==> src/rtl/pgs_pkg.sv <==
// pgs_pkg: constants shared by the generator end and the controller end.
// assumes a 25 MHz aclk on both ends.
`default_nettype none
package pgs_pkg;
  localparam int CLK_HZ     = 25_000_000;
  localparam int SYNC_HZ    = 20_000;
  localparam int SYNC_CYC   = CLK_HZ / SYNC_HZ;
  localparam int SYNC_TOL   = SYNC_CYC / 100;
  localparam int SYNC_W     = 8;
  localparam int SCLK_HALF  = 10;
  localparam int FRAME_BITS = 24;
  localparam int HDR_BITS   = 8;
  localparam logic [15:0] SYNC_CYC16 = 16'(SYNC_CYC);
  localparam logic [15:0] SYNC_TOL16 = 16'(SYNC_TOL);
  // register offsets on the link
  localparam logic [6:0] A_PWMG = 7'h1D;
  localparam logic [6:0] A_CFG1 = 7'h20;
  localparam logic [6:0] A_DRV  = 7'h22;
  localparam logic [6:0] A_PRD  = 7'h24;
  localparam logic [6:0] A_SYS  = 7'h3F;
  // field positions
  localparam int PAR_BIT  = 15;
  localparam int EN_BIT   = 10;
  localparam int DIR_LSB  = 8;
  localparam int SRC_LSB  = 5;
  localparam int RATE_LSB = 2;
  localparam int NCYC_LSB = 0;
  localparam int SSC_BIT  = 2;
  localparam int MODE_LSB = 0;
  localparam int PEN_BIT  = 6;
  // writable bits and reset values
  localparam logic [15:0] PWMG_MASK  = 16'h07FF;
  localparam logic [15:0] CFG1_MASK  = 16'h0007;
  localparam logic [15:0] DRV_MASK   = 16'h0FF3;
  localparam logic [15:0] SYS_MASK   = 16'h01F8;
  localparam logic [15:0] PWMG_RST   = 16'h0000;
  localparam logic [15:0] CFG1_RST_P = 16'h0007;
  localparam logic [15:0] CFG1_RST_S = 16'h0004;
  localparam logic [15:0] DRV_RST    = 16'h0000;
  localparam logic [15:0] SYS_RST    = 16'h0000;
  // field codes
  localparam logic [1:0] DIR_UPDN   = 2'h0;
  localparam logic [1:0] DIR_UP     = 2'h1;
  localparam logic [1:0] DIR_DN     = 2'h2;
  localparam logic [2:0] SRC_MEAS   = 3'h1;
  localparam logic [2:0] SRC_PERIOD = 3'h2;
  localparam logic [2:0] SRC_LOCK   = 3'h5;
  localparam logic [2:0] SRC_BOTH   = 3'h6;
  localparam logic [2:0] SRC_SCLK   = 3'h7;
  localparam logic [1:0] NCYC_64    = 2'h3;
  // controller registers on AXI4-Lite
  localparam logic [3:0] H_CMD  = 4'h0;
  localparam logic [3:0] H_STAT = 4'h4;
  localparam logic [3:0] H_SYNC = 4'h8;
  localparam logic [1:0] RESP_OK  = 2'h0;
  localparam logic [1:0] RESP_ERR = 2'h2;

  function automatic logic par15(input logic [15:0] v);
    return ^v[14:0];
  endfunction

  function automatic logic [9:0] sclk_edges(input logic [1:0] ncyc);
    return 10'h200 >> ncyc;
  endfunction

  // aclk cycles expected over the sync window: 64 cycles, scaled up
  function automatic logic [15:0] sclk_window(input logic [2:0] rate,
                                              input logic [1:0] ncyc);
    logic [15:0] base;
    case (rate)
      3'h0:    base = 16'h0640;
      3'h1:    base = 16'h0500;
      3'h2:    base = 16'h0320;
      3'h3:    base = 16'h0280;
      3'h4:    base = 16'h0190;
      3'h5:    base = 16'h0140;
      3'h6:    base = 16'h00C8;
      default: base = 16'h00A0;
    endcase
    return base << (2'h3 - ncyc);
  endfunction

  function automatic logic near(input logic [15:0] v,
                                input logic [15:0] e,
                                input logic [15:0] t);
    return ({1'b0, v} + {1'b0, t} >= {1'b0, e}) &&
           ({1'b0, v} <= {1'b0, e} + {1'b0, t});
  endfunction
endpackage
`default_nettype wire

==> src/rtl/pgs_link_if.sv <==
// pgs_link_if: serial link and sync pulse between controller and generator.
// assumes both ends sample these wires with their own aclk.
`default_nettype none
interface pgs_link_if;
  logic sclk;
  logic cs_n;
  logic mosi;
  logic miso;
  logic pwm_sync;
  modport dev (input sclk, input cs_n, input mosi, input pwm_sync,
               output miso);
  modport host (output sclk, output cs_n, output mosi, output pwm_sync,
                input miso);
endinterface
`default_nettype wire

==> src/rtl/pgs_device.sv <==
// pgs_device: generator end; link registers, oscillator sync, pwm counter.
// assumes link pins are asynchronous and slower than aclk / 4.
//
// Overview of operation
// - bit 15 reads parity when enabled
// - enable bit starts and stops generator
// - direction: updown, up, down, no action
// - sync codes 0, 3, 4 disable sync
// - code 1 measures sync pulse period
// - code 2 sync pulse sets period
// - code 5 locks to 20 kHz pulse
// - code 6 locks and sets period
// - code 7 locks oscillator to sclk
// - rate field names sclk frequency
// - cycle count field sets sync window
// - spread spectrum off bit, reset one
// - drive scheme field selects input mode
// - scheme reset value depends on variant
// - system bit enables link parity
`default_nettype none
module pgs_device #(
  parameter bit PWM_OVER_LINK = 1'b1
) (
  input  wire logic        aclk,
  input  wire logic        aresetn,
  pgs_link_if.dev          link,
  output logic             gen_on,
  output logic [1:0]       counter_direction,
  output logic [15:0]      pwm_count,
  output logic             pwm_out,
  output logic             osc_locked,
  output logic             spread_spectrum_off,
  output logic [1:0]       drive_scheme,
  output logic             parity_on
);
  logic [2:0]  sclk_s, cs_s, sync_s, src;
  logic [1:0]  mosi_s, dir;
  logic [4:0]  bit_q;
  logic [23:0] rx_q, rx_nx;
  logic [15:0] tx_q, rdv, pwmg_q, cfg1_q, drv_q, sys_q, cnt_q, top;
  logic [15:0] period_q, per_cnt_q, win_q, win_exp, win_tol;
  logic [14:0] meas_q;
  logic [9:0]  edges_q;
  logic        miso_q, up_q, dither_q, pwm_q, locked_q, en, wr;
  logic        sclk_rise, sclk_fall, cs_act, sync_rise, restart, win_done;

  // two flops before use; the extra stage only serves edge detection
  always_ff @(posedge aclk) begin
    if (!aresetn) begin
      sclk_s <= 3'h0;
      cs_s   <= 3'h7;
      mosi_s <= 2'h0;
      sync_s <= 3'h0;
    end else begin
      sclk_s <= {sclk_s[1:0], link.sclk};
      cs_s   <= {cs_s[1:0], link.cs_n};
      mosi_s <= {mosi_s[0], link.mosi};
      sync_s <= {sync_s[1:0], link.pwm_sync};
    end
  end

  assign sclk_rise = sclk_s[1] & ~sclk_s[2];
  assign sclk_fall = ~sclk_s[1] & sclk_s[2];
  assign cs_act    = ~cs_s[1];
  assign sync_rise = sync_s[1] & ~sync_s[2];
  assign rx_nx     = {rx_q[22:0], mosi_s[1]};
  assign wr        = cs_act & sclk_rise & ~rx_nx[23] &
                     (bit_q == 5'(pgs_pkg::FRAME_BITS - 1));
  assign en  = pwmg_q[pgs_pkg::EN_BIT];
  assign dir = pwmg_q[pgs_pkg::DIR_LSB +: 2];
  assign src = pwmg_q[pgs_pkg::SRC_LSB +: 3];

  // frame: read flag, 7-bit address, 16-bit data, msb first
  always_ff @(posedge aclk) begin
    if (!aresetn || !cs_act) begin
      bit_q <= 5'h00;
    end else if (sclk_rise) begin
      bit_q <= bit_q + 5'h01;
    end
  end

  always_ff @(posedge aclk) begin
    if (!aresetn) begin
      rx_q <= 24'h000000;
    end else if (cs_act && sclk_rise) begin
      rx_q <= rx_nx;
    end
  end

  always_comb begin
    rdv = 16'h0000;
    case (rx_nx[6:0])
      pgs_pkg::A_PWMG: rdv = pwmg_q;
      pgs_pkg::A_CFG1: rdv = cfg1_q;
      pgs_pkg::A_DRV:  rdv = drv_q;
      pgs_pkg::A_PRD:  rdv = {1'b0, meas_q};
      pgs_pkg::A_SYS:  rdv = sys_q;
      default:         rdv = 16'h0000;
    endcase
    rdv[pgs_pkg::PAR_BIT] = parity_on & pgs_pkg::par15(rdv);
  end

  // miso moves on falling sclk so the controller samples it on rising
  always_ff @(posedge aclk) begin
    if (!aresetn) begin
      tx_q   <= 16'h0000;
      miso_q <= 1'b0;
    end else if (!cs_act) begin
      miso_q <= 1'b0;
    end else if (sclk_rise && bit_q == 5'(pgs_pkg::HDR_BITS - 1)) begin
      tx_q <= rdv;
    end else if (sclk_fall && bit_q >= 5'(pgs_pkg::HDR_BITS)) begin
      miso_q <= tx_q[15];
      tx_q   <= {tx_q[14:0], 1'b0};
    end
  end
  assign link.miso = miso_q;
  // parity bit and reserved bits are masked on write
  always_ff @(posedge aclk) begin
    if (!aresetn) begin
      pwmg_q <= pgs_pkg::PWMG_RST;
      cfg1_q <= PWM_OVER_LINK ? pgs_pkg::CFG1_RST_P
                              : pgs_pkg::CFG1_RST_S;
      drv_q  <= pgs_pkg::DRV_RST;
      sys_q  <= pgs_pkg::SYS_RST;
    end else if (wr) begin
      case (rx_nx[22:16])
        pgs_pkg::A_PWMG: pwmg_q <= rx_nx[15:0] & pgs_pkg::PWMG_MASK;
        pgs_pkg::A_CFG1: cfg1_q <= rx_nx[15:0] & pgs_pkg::CFG1_MASK;
        pgs_pkg::A_DRV:  drv_q  <= rx_nx[15:0] & pgs_pkg::DRV_MASK;
        pgs_pkg::A_SYS:  sys_q  <= rx_nx[15:0] & pgs_pkg::SYS_MASK;
        default: ;
      endcase
    end
  end

  assign gen_on              = pwmg_q[pgs_pkg::EN_BIT];
  assign counter_direction   = dir;
  assign spread_spectrum_off = cfg1_q[pgs_pkg::SSC_BIT];
  assign drive_scheme        = cfg1_q[pgs_pkg::MODE_LSB +: 2];
  assign parity_on           = sys_q[pgs_pkg::PEN_BIT];
  assign pwm_count           = cnt_q;
  assign pwm_out             = pwm_q;
  assign osc_locked          = locked_q;

  // spread spectrum dithers the top by one count each turn
  assign top     = period_q - {15'h0000, dither_q};
  assign restart = sync_rise &&
                   (src == pgs_pkg::SRC_PERIOD || src == pgs_pkg::SRC_BOTH);

  always_ff @(posedge aclk) begin
    if (!aresetn) begin
      cnt_q    <= 16'h0000;
      up_q     <= 1'b1;
      dither_q <= 1'b0;
    end else if (!en || restart) begin
      cnt_q <= 16'h0000;
      up_q  <= 1'b1;
    end else begin
      case (dir)
        pgs_pkg::DIR_UPDN: begin
          if (up_q && cnt_q >= top) begin
            up_q  <= 1'b0;
            cnt_q <= cnt_q - 16'h0001;
          end else if (up_q) begin
            cnt_q <= cnt_q + 16'h0001;
          end else if (cnt_q == 16'h0000) begin
            up_q     <= 1'b1;
            cnt_q    <= 16'h0001;
            dither_q <= ~spread_spectrum_off & ~dither_q;
          end else begin
            cnt_q <= cnt_q - 16'h0001;
          end
        end
        pgs_pkg::DIR_UP: begin
          if (cnt_q >= top) begin
            cnt_q    <= 16'h0000;
            dither_q <= ~spread_spectrum_off & ~dither_q;
          end else begin
            cnt_q <= cnt_q + 16'h0001;
          end
        end
        pgs_pkg::DIR_DN: begin
          if (cnt_q == 16'h0000) begin
            cnt_q    <= top;
            dither_q <= ~spread_spectrum_off & ~dither_q;
          end else begin
            cnt_q <= cnt_q - 16'h0001;
          end
        end
        default: cnt_q <= cnt_q;
      endcase
    end
  end

  // fixed half-period duty; duty registers live elsewhere
  always_ff @(posedge aclk) begin
    if (!aresetn) begin
      pwm_q <= 1'b0;
    end else if (!en) begin
      pwm_q <= 1'b0;
    end else if (dir != 2'h3) begin
      pwm_q <= cnt_q < {1'b0, top[15:1]};
    end
  end
  // sync pulse period in aclk cycles, saturating
  always_ff @(posedge aclk) begin
    if (!aresetn) begin
      per_cnt_q <= 16'h0000;
      meas_q    <= 15'h0000;
      period_q  <= pgs_pkg::SYNC_CYC16;
    end else begin
      if (sync_rise) begin
        per_cnt_q <= 16'h0001;
      end else if (per_cnt_q != 16'h7FFF) begin
        per_cnt_q <= per_cnt_q + 16'h0001;
      end
      if (sync_rise && src == pgs_pkg::SRC_MEAS) begin
        meas_q <= per_cnt_q[14:0];
      end
      if (restart) begin
        period_q <= per_cnt_q;
      end
    end
  end

  // sclk window counts aclk only inside frames; idle gaps are excluded
  assign win_exp  = pgs_pkg::sclk_window(pwmg_q[pgs_pkg::RATE_LSB +: 3],
                                         pwmg_q[pgs_pkg::NCYC_LSB +: 2]);
  assign win_tol  = (pwmg_q[pgs_pkg::NCYC_LSB +: 2] == pgs_pkg::NCYC_64) ?
                    (win_exp >> 6) : (win_exp >> 7);
  assign win_done = (src == pgs_pkg::SRC_SCLK) && sclk_rise &&
                    (edges_q == pgs_pkg::sclk_edges(
                       pwmg_q[pgs_pkg::NCYC_LSB +: 2]));

  always_ff @(posedge aclk) begin
    if (!aresetn || src != pgs_pkg::SRC_SCLK || win_done) begin
      edges_q <= 10'h000;
      win_q   <= 16'h0000;
    end else begin
      if (sclk_rise) begin
        edges_q <= edges_q + 10'h001;
      end
      if (cs_act && edges_q != 10'h000 && win_q != 16'hFFFF) begin
        win_q <= win_q + 16'h0001;
      end
    end
  end

  always_ff @(posedge aclk) begin
    if (!aresetn) begin
      locked_q <= 1'b0;
    end else begin
      case (src)
        pgs_pkg::SRC_LOCK, pgs_pkg::SRC_BOTH: begin
          if (sync_rise) begin
            locked_q <= pgs_pkg::near(per_cnt_q, pgs_pkg::SYNC_CYC16,
                                      pgs_pkg::SYNC_TOL16);
          end
        end
        pgs_pkg::SRC_SCLK: begin
          if (win_done) begin
            locked_q <= pgs_pkg::near(win_q, win_exp,
                                      win_tol);
          end
        end
        default: locked_q <= 1'b0;
      endcase
    end
  end
endmodule // pgs_device
`default_nettype wire

==> src/flat_wrapper.sv <==
// flat-port wrapper written by rule: the top's interface ports become plain ports
module pgs_device_flat 
#(
  parameter bit PWM_OVER_LINK = 1'b1
)
  (aclk, aresetn, gen_on, counter_direction, pwm_count, pwm_out, osc_locked, spread_spectrum_off, drive_scheme, parity_on, link_sclk, link_cs_n, link_mosi, link_pwm_sync, link_miso);
  pgs_link_if link_i ();
  input  wire logic aclk;
  input  wire logic aresetn;
  output logic gen_on;
  output logic [1:0] counter_direction;
  output logic [15:0] pwm_count;
  output logic pwm_out;
  output logic osc_locked;
  output logic spread_spectrum_off;
  output logic [1:0] drive_scheme;
  output logic parity_on;
  input wire logic [$bits(link_i.sclk)-1:0] link_sclk;
  input wire logic [$bits(link_i.cs_n)-1:0] link_cs_n;
  input wire logic [$bits(link_i.mosi)-1:0] link_mosi;
  input wire logic [$bits(link_i.pwm_sync)-1:0] link_pwm_sync;
  output wire logic [$bits(link_i.miso)-1:0] link_miso;
  assign link_i.sclk = link_sclk;
  assign link_i.cs_n = link_cs_n;
  assign link_i.mosi = link_mosi;
  assign link_i.pwm_sync = link_pwm_sync;
  assign link_miso = link_i.miso;
  pgs_device #(.PWM_OVER_LINK(PWM_OVER_LINK)) u_core (.aclk(aclk), .aresetn(aresetn), .link(link_i), .gen_on(gen_on), .counter_direction(counter_direction), .pwm_count(pwm_count), .pwm_out(pwm_out), .osc_locked(osc_locked), .spread_spectrum_off(spread_spectrum_off), .drive_scheme(drive_scheme), .parity_on(parity_on));
endmodule
==> config.mk <==
export PLATFORM = sky130hd
export DESIGN_NAME = pgs_device_flat
export DESIGN_NICKNAME = d
export VERILOG_FILES = /design/src/rtl/pgs_pkg.sv /design/src/rtl/pgs_link_if.sv /design/src/rtl/pgs_device.sv /design/src/flat_wrapper.sv
export SDC_FILE = /design/constraint.sdc
export NUM_CORES = 1
export LEC_CHECK = 0
export ABC_CLOCK_PERIOD_IN_PS = 4950
export BUFFER_PORTS_ARGS = -buffer_cell sky130_fd_sc_hd__buf_4
export CAP_MARGIN = 20
export CORE_MARGIN = 10
export CORE_UTILIZATION = 50
export CTS_BUF_LIST = sky130_fd_sc_hd__clkbuf_4 sky130_fd_sc_hd__clkbuf_8
export CTS_CLUSTER_SIZE = 40
export DETAILED_ROUTE_END_ITERATION = 12
export PLACE_DENSITY = 0.64
export SYNTH_ARGS = -nofsm -noshare
export SYNTH_HDL_FRONTEND = slang
export SYNTH_SLANG_ARGS = --single-unit
==> constraint.sdc <==
create_clock -name aclk -period 4.95 [get_ports aclk]
set_input_delay 0.7425 -clock aclk [delete_from_list [all_inputs] [get_ports aclk]]
set_output_delay 0.7425 -clock aclk [all_outputs]
set_load 0.02 [all_outputs]
==> run summary, run 1 <==
Syn. warnings = 0
first-pass GRT wire length = 51700 microns
top post-synthesis cells by area = dfxtp_1 (30%), ha_1 (9.3%), nand2_1 (6.8%), a21oi_1 (5.8%), nor2_1 (5.1%)
top post-synthesis cells by count = nand2_1 (212), dfxtp_1 (178), nor2_1 (158), a21oi_1 (137), ha_1 (87)
area grow syn2layout = 7.83%
Setup CP Type = reg2reg
Placer Congestion = 0.913
initial antenna violation count = 0
Slowest Stage Delay on Critical Path = 0.49 ns
Slew headroom = 30.9%
Clock Tree Buf Depth = 2
vias in the first global route = 9791
CP Launch Type = flop
Final Hold Fails = 0
n_diodes = 0
hold path depth = 1
RSZ-0062 raised after global routing = false
required time worst endpoint = 5.35 ns
# setup viols final = 0
total of max-cap violations = 0
chip width = 173 microns
reg-to-reg critical path startpoint = u_core.pwmg_q[2]
fin util = 55.4%
DP Area = 12200 sq um
peak supply drop = 0.148 mV
DR iter-0 viols = 1074
Root Driver = clkbuf_8
DIE HEIGHT = 173 microns
leakage = 0.00472 uW
CTS Sinks = 178
hold path start = u_core.cs_s[0]
Power per Cell Area = 202 nW/um^2
WL/cell = 17.4 microns
Final Critical Period = 4.56 ns
Clock transition at path regs = 0.12 ns
Seq/Total Area, Yosys = 30.4%
number of synthesized flops with an enable pin = 0
R2R setup slack = 0.39 ns
ys async rst share = 0%
Hold Crit Class = reg2reg
Reg2Reg Depth = 21
Post-synth top flop = dfxtp_1
DRC violations left = 0
nets@finish = 1592
via count of the routed design = 10500
fin crit share = 92.1%
vias per cell = 5.78
post-DP HPWL = 23000 microns
CTS tree = yes
drt total wl = 31800 microns
Port Buffers = 31
Max Fclk = 0.219 GHz
GRT Residual Overflow = 0
Std-Cell Rows = 55
Netlist Area Pre-Place = 11700 sq um
die area = 30000 sq um
setup bufs post-CTS = 0
slowest CP cell = dfxtp_1
First-pass DRT Iterations = 5
crit end category = flop
antenna viol nets, final = 0
Mapped Cells = 1515
WHS Endpoint = u_core.cs_s[1]
Initial Utilization = 51.3%
share of layout cells above drive strength 1 = 8.21%
Skew-Pair Late Insertion Delay = 0.50 ns
area leader, netlist = dfxtp_1
clock buffer count from CTS = 17
crit path max fanout = 19
setup TNS = 0 ns
Seq cells post-synth = 178
final instance area = 12600 sq um
Arrival @ worst endpoint = 4.95 ns
post-synth top area share = 30.4%
io pins = 32
core area = 22800 sq um
largest net degree at the start of global routing = 54
reg2reg end = u_core.osc_locked
most frequent cell on the critical path = a21oi_1
fin. max-slew vios = 0
htree depth = 4
top-count cell post-synth = nand2_1
Worst Tran Pin Value = 1.03 ns
total global-route track usage = 20.5%
clk_skew = 0.0339 ns
status = finished, final reports clean
Overall Power = 2560 uW
syn_area_per_cell = 7.74 sq um
CP Cell Sequence = buf_4 -> nand2b_1 -> a21oi_1 -> o32a_1 -> nor2_1 -> a21o_1 -> ha_1 -> a21o_1 -> a21oi_1 -> o21bai_1 -> a21oi_1 -> xnor2_1 -> ha_1 -> nand4_1 -> nor4_1 -> a21oi_1 -> o2111ai_1 -> a21oi_1 -> nor4_2 -> a2bb2oi_1 -> a311oi_1
Yosys cell types = 83
==> cell families (layout without fill, tap and decap cells) <==
family	after synthesis	after routing	share of synthesized area, %
compound gates	341	341	18.7
xor+xnor	114	114	8.70
fa+ha+maj	89	89	9.62
buf+inv	149	143	4.93
flops	178	178	30.4
mux	47	47	4.06
other cells	2	3	0.0640
simple gates	595	595	23.5
==> cell usage in the layout (no fill, tap or decap), drive strengths merged, types with 18 or more instances in the layout <==
cell type  synthesis  routed
o21ai             45      45
and3              18      18
ha                87      87
o211ai            19      19
nand2            212     212
nand3             53      53
nand4             19      19
clkbuf            82      18
xnor2             65      65
inv               54      61
a21oi            138     138
mux2i             42      42
nor2             158     158
buf               11      55
nor3              35      35
xor2              48      48
dfxtp            178     178
==> cell type report <==
type / count / area (sq um)
fillers: 2243 / 10200
multi-input cells: 1189 / 7630
flip-flops and latches: 178 / 3570
repair buffers: 55 / 417
well taps: 313 / 392
clock buffers: 18 / 248
inverters: 56 / 210
clock inverters: 14 / 183
==> what timing repair did <==
item	in CTS	in global routing
gates resized for setup	0	8
endpoints found under the setup margin	0	1
hold buffers	0	0
==> through the flow <==
stage,hold slack (ns),cells,setup WS (ns)
2_1_floorplan,0.386,1516,0.517
3_3_place_gp,0.392,1788,0.315
3_5_place_dp,0.394,1789,0.184
4_1_cts,0.403,1821,0.135
5_1_grt,0.436,1823,0.0177
6_report,0.420,1823,0.392
==> flip-flops by register name, summed over array words and instances, names as in the netlist, 5 cells and up <==
signal	flops
u_core.rx_q	23
u_core.per_cnt_q	16
u_core.period_q	16
u_core.pwm_count	16
u_core.tx_q	16
u_core.win_q	16
u_core.meas_q	15
u_core.pwmg_q	11
u_core.drv_q	10
u_core.edges_q	10
u_core.sys_q	6
u_core.bit_q	5
==> worst max-delay path, delay by kind of cell (launching register included) <==
| kind | cells | cell delay (ns) |
|---|---|---|
| AO/OA/AOI/OAI | 12 | 2.05 |
| XOR/XNOR | 1 | 0.10 |
| adder cells (fa/ha/maj) | 2 | 0.62 |
| buffers and inverters | 1 | 0.27 |
| flip-flops | 1 | 0.49 |
| AND/OR/NAND/NOR | 5 | 0.93 |
==> worst max-delay path by stage <==
stage | cells past startpoint | endpoint | slack (ns) | start
global route | 21 | u_core.osc_locked | 0.02 | u_core.pwmg_q[2]
global placement | 19 | u_core.osc_locked | 0.32 | u_core.pwmg_q[4]
finish | 21 | u_core.osc_locked | 0.39 | u_core.pwmg_q[2]
floorplan | 21 | u_core.osc_locked | 0.52 | u_core.pwmg_q[4]
CTS | 19 | u_core.osc_locked | 0.13 | u_core.pwmg_q[0]
detailed placement | 17 | u_core.osc_locked | 0.18 | u_core.pwmg_q[4]
==> where the power goes <==
group          internal, uW  leakage, uW  switching, uW
logic                  12.6      0.00307           29.9
clock network           407     0.000214            666
registers              1440      0.00144           7.39
total                  1860      0.00472            703
==> layer usage <==
layer	global-route usage, %	up-vias	share of wire [%]
li1	-	5284	-
met1	28.7	4935	48
met2	31.9	276	45
met3	3.07	49	5.4
met4	6.18	0	2.1
met5	0	-	0
No activity file was read; power rests on OpenSTA's default activity.
==> run 2: changes to the inputs <==
--- a/config.mk
+++ b/config.mk
@@ -5,6 +5,7 @@
 export SDC_FILE = /design/constraint.sdc
 export NUM_CORES = 1
 export LEC_CHECK = 0
+export ABC_AREA = 1
 export ABC_CLOCK_PERIOD_IN_PS = 4950
 export BUFFER_PORTS_ARGS = -buffer_cell sky130_fd_sc_hd__buf_4
 export CAP_MARGIN = 20
==> run 2 against run 1 <==
Critical path depth up 9. Cell count increased by 21%. Fmax up 6.1%. Count of clock-buffer cells in the layout unchanged. Sequential power about the same. Power shrank 3.1%. Register-to-register slack improved by 0.26 ns. Combinational power rose by 46%. Non-clock buffer count fell by 10. First-iteration DRC count is 18% lower. Largest cell class unchanged. Largest power group unchanged.
==> run summary, run 2 <==
Placer Congestion = 0.942
nets@finish = 1970
Power per Cell Area = 188 nW/um^2
Seq/Total Area, Yosys = 28.9%
Std-Cell Rows = 57
top post-synthesis cells by count = nand2_1 (379), inv_1 (236), dfxtp_1 (178), a21oi_1 (171), nor2_1 (171)
vias per cell = 5.40
vias in the first global route = 11000
Hold Crit Class = reg2reg
P_int = 1820 uW
Port Buffers = 31
Initial Utilization = 50.7%
core area = 24300 sq um
io pins = 32
clock buffer count from CTS = 17
Clock Tree Buf Depth = 2
largest net degree at the start of global routing = 78
via count of the routed design = 12000
First-pass DRT Iterations = 7
drt total wl = 33400 microns
n_diodes = 0
top post-synthesis cells by area = dfxtp_1 (29%), nand2_1 (12%), ha_1 (8.8%), inv_1 (7.2%), a21oi_1 (6.9%)
final instance area = 13200 sq um
Max Fclk = 0.233 GHz
Worst Tran Pin Value = 0.952 ns
clk_skew = 0.0338 ns
first-pass GRT wire length = 55700 microns
Overall Power = 2480 uW
DR iter-0 viols = 882
Final Critical Period = 4.30 ns
status = finished, final reports clean
WL/cell = 15.1 microns
Clock Power Share = 39.2%
Largest register FFs = 23
Setup CP Type = reg2reg
DP Cell Count = 2179
NetSw = 655 uW
Post-synth top flop = dfxtp_1
fin crit share = 86.8%
DIE HEIGHT = 177 microns
chip width = 177 microns
crit path max fanout = 7
total of max-cap violations = 0
most common cell after layout, fill and taps aside = nand2_1
peak supply drop = 0.148 mV
# setup viols final = 0
sw frac = 26.4%
power share of the sequential group = 58.3%
initial antenna violation count = 0
setup TNS = 0 ns
Skew-Pair Late Insertion Delay = 0.49 ns
antenna viol nets, final = 0
crit end category = flop
RSZ-0062 raised after global routing = false
Gate power share = 2.5%
final cell count without fillers = 2211
WHS = 0.428 ns
ys async rst share = 0%
Final Hold Fails = 0
fin. max-slew vios = 0
CTS Sinks = 178
Syn. warnings = 0
post-DP HPWL = 25400 microns
most frequent cells in the layout = nand2_1 (379), inv_1 (236), dfxtp_1 (176)
Arrival @ worst endpoint = 4.64 ns
syn_area_per_cell = 6.57 sq um
Mapped Cells = 1877
R2R setup slack = 0.65 ns
Root Driver = clkbuf_8
area leader, netlist = dfxtp_1
Slowest Stage Delay on Critical Path = 0.39 ns
total global-route track usage = 21.4%
Slew headroom = 36.4%
share of layout cells above drive strength 1 = 6.04%
DRC violations left = 0
CTS tree = yes
Seq cells post-synth = 178
top-count cell post-synth = nand2_1
post-synth top area share = 28.9%
Biggest register = u_core.rx_q
htree depth = 4
CP Launch Type = flop
slowest CP cell = fa_1
Post-CTS Hold Fix Bufs = 0
leakage = 0.00578 uW
Clock transition at path regs = 0.11 ns
required time worst endpoint = 5.29 ns
GRT Residual Overflow = 0
number of synthesized flops with an enable pin = 0
Netlist Area Pre-Place = 12300 sq um
DP Area = 12800 sq um
area grow syn2layout = 6.75%
Yosys cell types = 58
die area = 31400 sq um
==> run 2: changes by cell type in the layout (fill, tap and decap cells not counted), sizes merged, moves of 42 or more <==
cell   change
mux2i     -42
xnor2     -54
o21ai    +124
inv      +184
nand2    +171
nand3    +102
==> run 2: cell families after synthesis <==
kind of cell	synth area share, %
adders and majority gates	9.15
buffers and inverters	9.82
xor gates and xnor gates	4.83
and+or+nand+nor	29.0
other	0.0609
AOI/OAI and AO/OA	18.2
DFF	28.9
==> run 2: cell type report <==
cell class	instances	area [sq um]
Clock buffer	18	241
Clock inverter	13	126
Fill cell	2515	11100
Inverter	243	912
Multi-Input combinational cell	1390	7580
Sequential cell	178	3570
Tap cell	324	405
Timing Repair Buffer	45	345
==> run 2: power groups by stage <==
stage | Clock [uW] | Sequential [uW] | Combinational [uW]
2_1_floorplan | 0 | 1480 | 45.3
3_3_place_gp | 0 | 1480 | 61.9
3_5_place_dp | 0 | 1480 | 61.9
4_1_cts | 1000 | 1440 | 62.2
5_1_grt | 1050 | 1450 | 70.6
6_report | 972 | 1440 | 62.2
==> run 2: metal layers <==
layer,vias to the layer above,global-route usage (%),wire length (microns)
met2,248,33.2,14700
met3,35,3.35,1660
met5,-,0,0
met4,0,5.67,490
li1,6224,-,-
met1,5443,30.2,16600
==> run 2: worst max-delay path, delay by kind of cell (launching register included) <==
kind            cells  cell delay (ns)
compound gates      6             0.98
xor+xnor            1             0.09
fa+ha+maj           3             0.83
buf+inv             6             0.48
flops               1             0.36
simple gates       14             1.41
==> run 2: metrics by stage <==
| stage | worst slack (ns) | util (%) |
|---|---|---|
| after floorplan | 1.12 | - |
| after global placement | 0.567 | 52.5 |
| after detailed placement | 0.428 | 52.6 |
| after CTS | 0.407 | 54.1 |
| after global routing | 0.0689 | 54.2 |
| final | 0.654 | 54.2 |
==> run 2: what timing repair did <==
action,4_1_cts,5_1_grt
buffers inserted,0,0
gates resized for setup,0,4
setup endpoints to repair,0,1
==> run 2: final timing paths <==
| kind | startpoint | end | cells after the start |
|---|---|---|---|
| min | u_core.sync_s[0] | u_core.sync_s[1] | 2 |
| max | u_core.pwmg_q[2] | u_core.osc_locked | 30 |
| max reg2reg | u_core.pwmg_q[2] | u_core.osc_locked | 30 |
| min reg2reg | u_core.sync_s[0] | u_core.sync_s[1] | 2 |
==> run 3: changes to the inputs <==
--- a/config.mk
+++ b/config.mk
@@ -10,11 +10,11 @@
 export BUFFER_PORTS_ARGS = -buffer_cell sky130_fd_sc_hd__buf_4
 export CAP_MARGIN = 20
 export CORE_MARGIN = 10
-export CORE_UTILIZATION = 50
+export CORE_UTILIZATION = 60
 export CTS_BUF_LIST = sky130_fd_sc_hd__clkbuf_4 sky130_fd_sc_hd__clkbuf_8
 export CTS_CLUSTER_SIZE = 40
 export DETAILED_ROUTE_END_ITERATION = 12
-export PLACE_DENSITY = 0.64
+export PLACE_DENSITY = 0.75
 export SYNTH_ARGS = -nofsm -noshare
 export SYNTH_HDL_FRONTEND = slang
 export SYNTH_SLANG_ARGS = --single-unit
==> run 3 against run 2 <==
Critical endpoint unchanged. Sequential share of layout area about the same. Routed wire length is 1.8% lower. Cell area shrank 0.11%. Setup slack lost 0.11 ns. Non-clock buffer count increased by 1. Count of clock-buffer cells in the layout stayed put. Register-to-register slack worse by 0.11 ns.
==> run summary, run 3 (same netlist as run 2, synthesis figures left out) <==
fin crit share = 89.0%
Clock transition at path regs = 0.10 ns
slowest CP cell = dfxtp_1
htree depth = 4
peak supply drop = 0.157 mV
clk_skew = 0.0191 ns
Power per Cell Area = 195 nW/um^2
leakage = 0.00580 uW
fin. max-slew vios = 0
RSZ-0062 raised after global routing = false
Largest register FFs = 23
total global-route track usage = 24.2%
most frequent cell on the critical path = nand2_1
DR iter-0 viols = 976
crit path max fanout = 8
reg2reg end = u_core.osc_locked
WL/cell = 15.2 microns
First-pass DRT Iterations = 5
most common cell after layout, fill and taps aside = nand2_1
setup ws final = 0.545 ns
P_int = 1890 uW
Final Hold Fails = 0
post-place setup slack = 0.507 ns
Initial Utilization = 61.0%
status = finished, final reports clean
R2R setup slack = 0.55 ns
total of max-cap violations = 0
required time worst endpoint = 5.32 ns
Root Driver = clkbuf_8
Overall Power = 2570 uW
first-pass GRT wire length = 53900 microns
Std-Cell Rows = 52
crit end category = flop
NetSw = 674 uW
clock buffer count from CTS = 17
antenna viol nets, final = 0
setup bufs post-CTS = 0
DRC violations left = 0
DIE HEIGHT = 163 microns
# setup viols final = 0
CTS tree = yes
Clock Tree Buf Depth = 2
vias per cell = 5.62
chip width = 163 microns
most frequent cells in the layout = nand2_1 (379), inv_1 (236), dfxtp_1 (177)
Hold Crit Class = reg2reg
initial antenna violation count = 0
drt total wl = 32800 microns
Biggest register = u_core.rx_q
setup TNS = 0 ns
Max Fclk = 0.227 GHz
hold path start = u_core.cs_s[0]
Worst Tran Pin Value = 0.975 ns
Gate power share = 2.4%
nets@finish = 1971
die area = 26700 sq um
Slowest Stage Delay on Critical Path = 0.48 ns
Skew-Pair Late Insertion Delay = 0.49 ns
Reg2Reg Depth = 35
Setup CP Type = reg2reg
fin util = 65.0%
Placer Congestion = 0.986
WHS Endpoint = u_core.cs_s[1]
Crit. Startpoint = u_core.pwmg_q[3]
Arrival @ worst endpoint = 4.78 ns
Clock Power Share = 41.3%
via count of the routed design = 12100
share of layout cells above drive strength 1 = 6.03%
post-DP HPWL = 24500 microns
io pins = 32
power share of the sequential group = 56.3%
CP Launch Type = flop
sw frac = 26.3%
n_diodes = 0
core area = 20200 sq um
vias in the first global route = 11100
Port Buffers = 31
Slew headroom = 34.8%
Final Critical Period = 4.40 ns
largest net degree at the start of global routing = 56
CTS Sinks = 178
area grow syn2layout = 6.63%
reg-to-reg critical path startpoint = u_core.pwmg_q[3]
GRT Residual Overflow = 0
hold path depth = 1
## run 3: cell types whose count changed in the layout (fill, tap and decap cells not counted)
cell,change
inv_8,-1
dfxtp_2,-1
dfxtp_1,+1
bufinv_16,+1
clkinv_8,+2
clkbuf_4,-1
o21ai_0,+1
inv_6,+1
clkinvlp_4,-1
clkbuf_8,+1
buf_4,+1
o21ai_2,-1
clkinv_4,-1
## run 3: how the worst max path moves through the flow
stage | to | slack [ns] | cells past startpoint
after floorplan | u_core.osc_locked | 1.12 | 30
after global placement | u_core.osc_locked | 0.70 | 30
after detailed placement | u_core.osc_locked | 0.51 | 30
after CTS | u_core.osc_locked | 0.49 | 30
after global routing | u_core.osc_locked | 0.04 | 35
final | u_core.osc_locked | 0.55 | 35
## run 3: critical path, delay by kind of cell (launching register included)
kind | cells | cell delay [ns]
compound gates | 10 | 1.26
flops | 1 | 0.48
buf+inv | 7 | 0.65
simple gates | 16 | 1.28
fa+ha+maj | 2 | 0.61
## run 3: power groups by stage
stage / sequential (uW) / combinational [uW] / clock (uW)
final: 1440 / 62.2 / 1060
after global routing: 1450 / 70.9 / 1130
after CTS: 1440 / 62.0 / 1070
after detailed placement: 1480 / 61.6 / 0
after global placement: 1480 / 60.5 / 0
after floorplan: 1480 / 45.3 / 0
## run 3: area by class of cell
| class | count | area [sq um] |
|---|---|---|
| inverters | 243 | 912 |
| clock buffers | 18 | 248 |
| flip-flops and latches | 178 | 3560 |
| fillers | 1892 | 7080 |
| multi-input cells | 1390 | 7570 |
| clock inverters | 14 | 170 |
| well taps | 270 | 338 |
| repair buffers | 46 | 353 |
## run 3: through the flow
step / hold WS [ns] / cell area, sq um / std cells
after global placement: 0.393 / 12700 / 2125
after CTS: 0.416 / 13100 / 2157
final: 0.425 / 13200 / 2159
after global routing: 0.423 / 13200 / 2159
after floorplan: 0.390 / 12300 / 1878
after detailed placement: 0.401 / 12700 / 2125
## run 3: per-layer routing
metal  track usage [%]  vias up  wire, microns
li1                  -     6224              -
met1              32.1     5505          15300
met2              40.0      370          15000
met3              4.10       39           2030
met4              6.07        0            466
met5                 0        -              0
## run 3: timing repair
item                       CTS  global route
hold endpoints to repair     0             0
resized for setup            0             1
hold buffers                 0             0
setup endpoints to repair    0             1
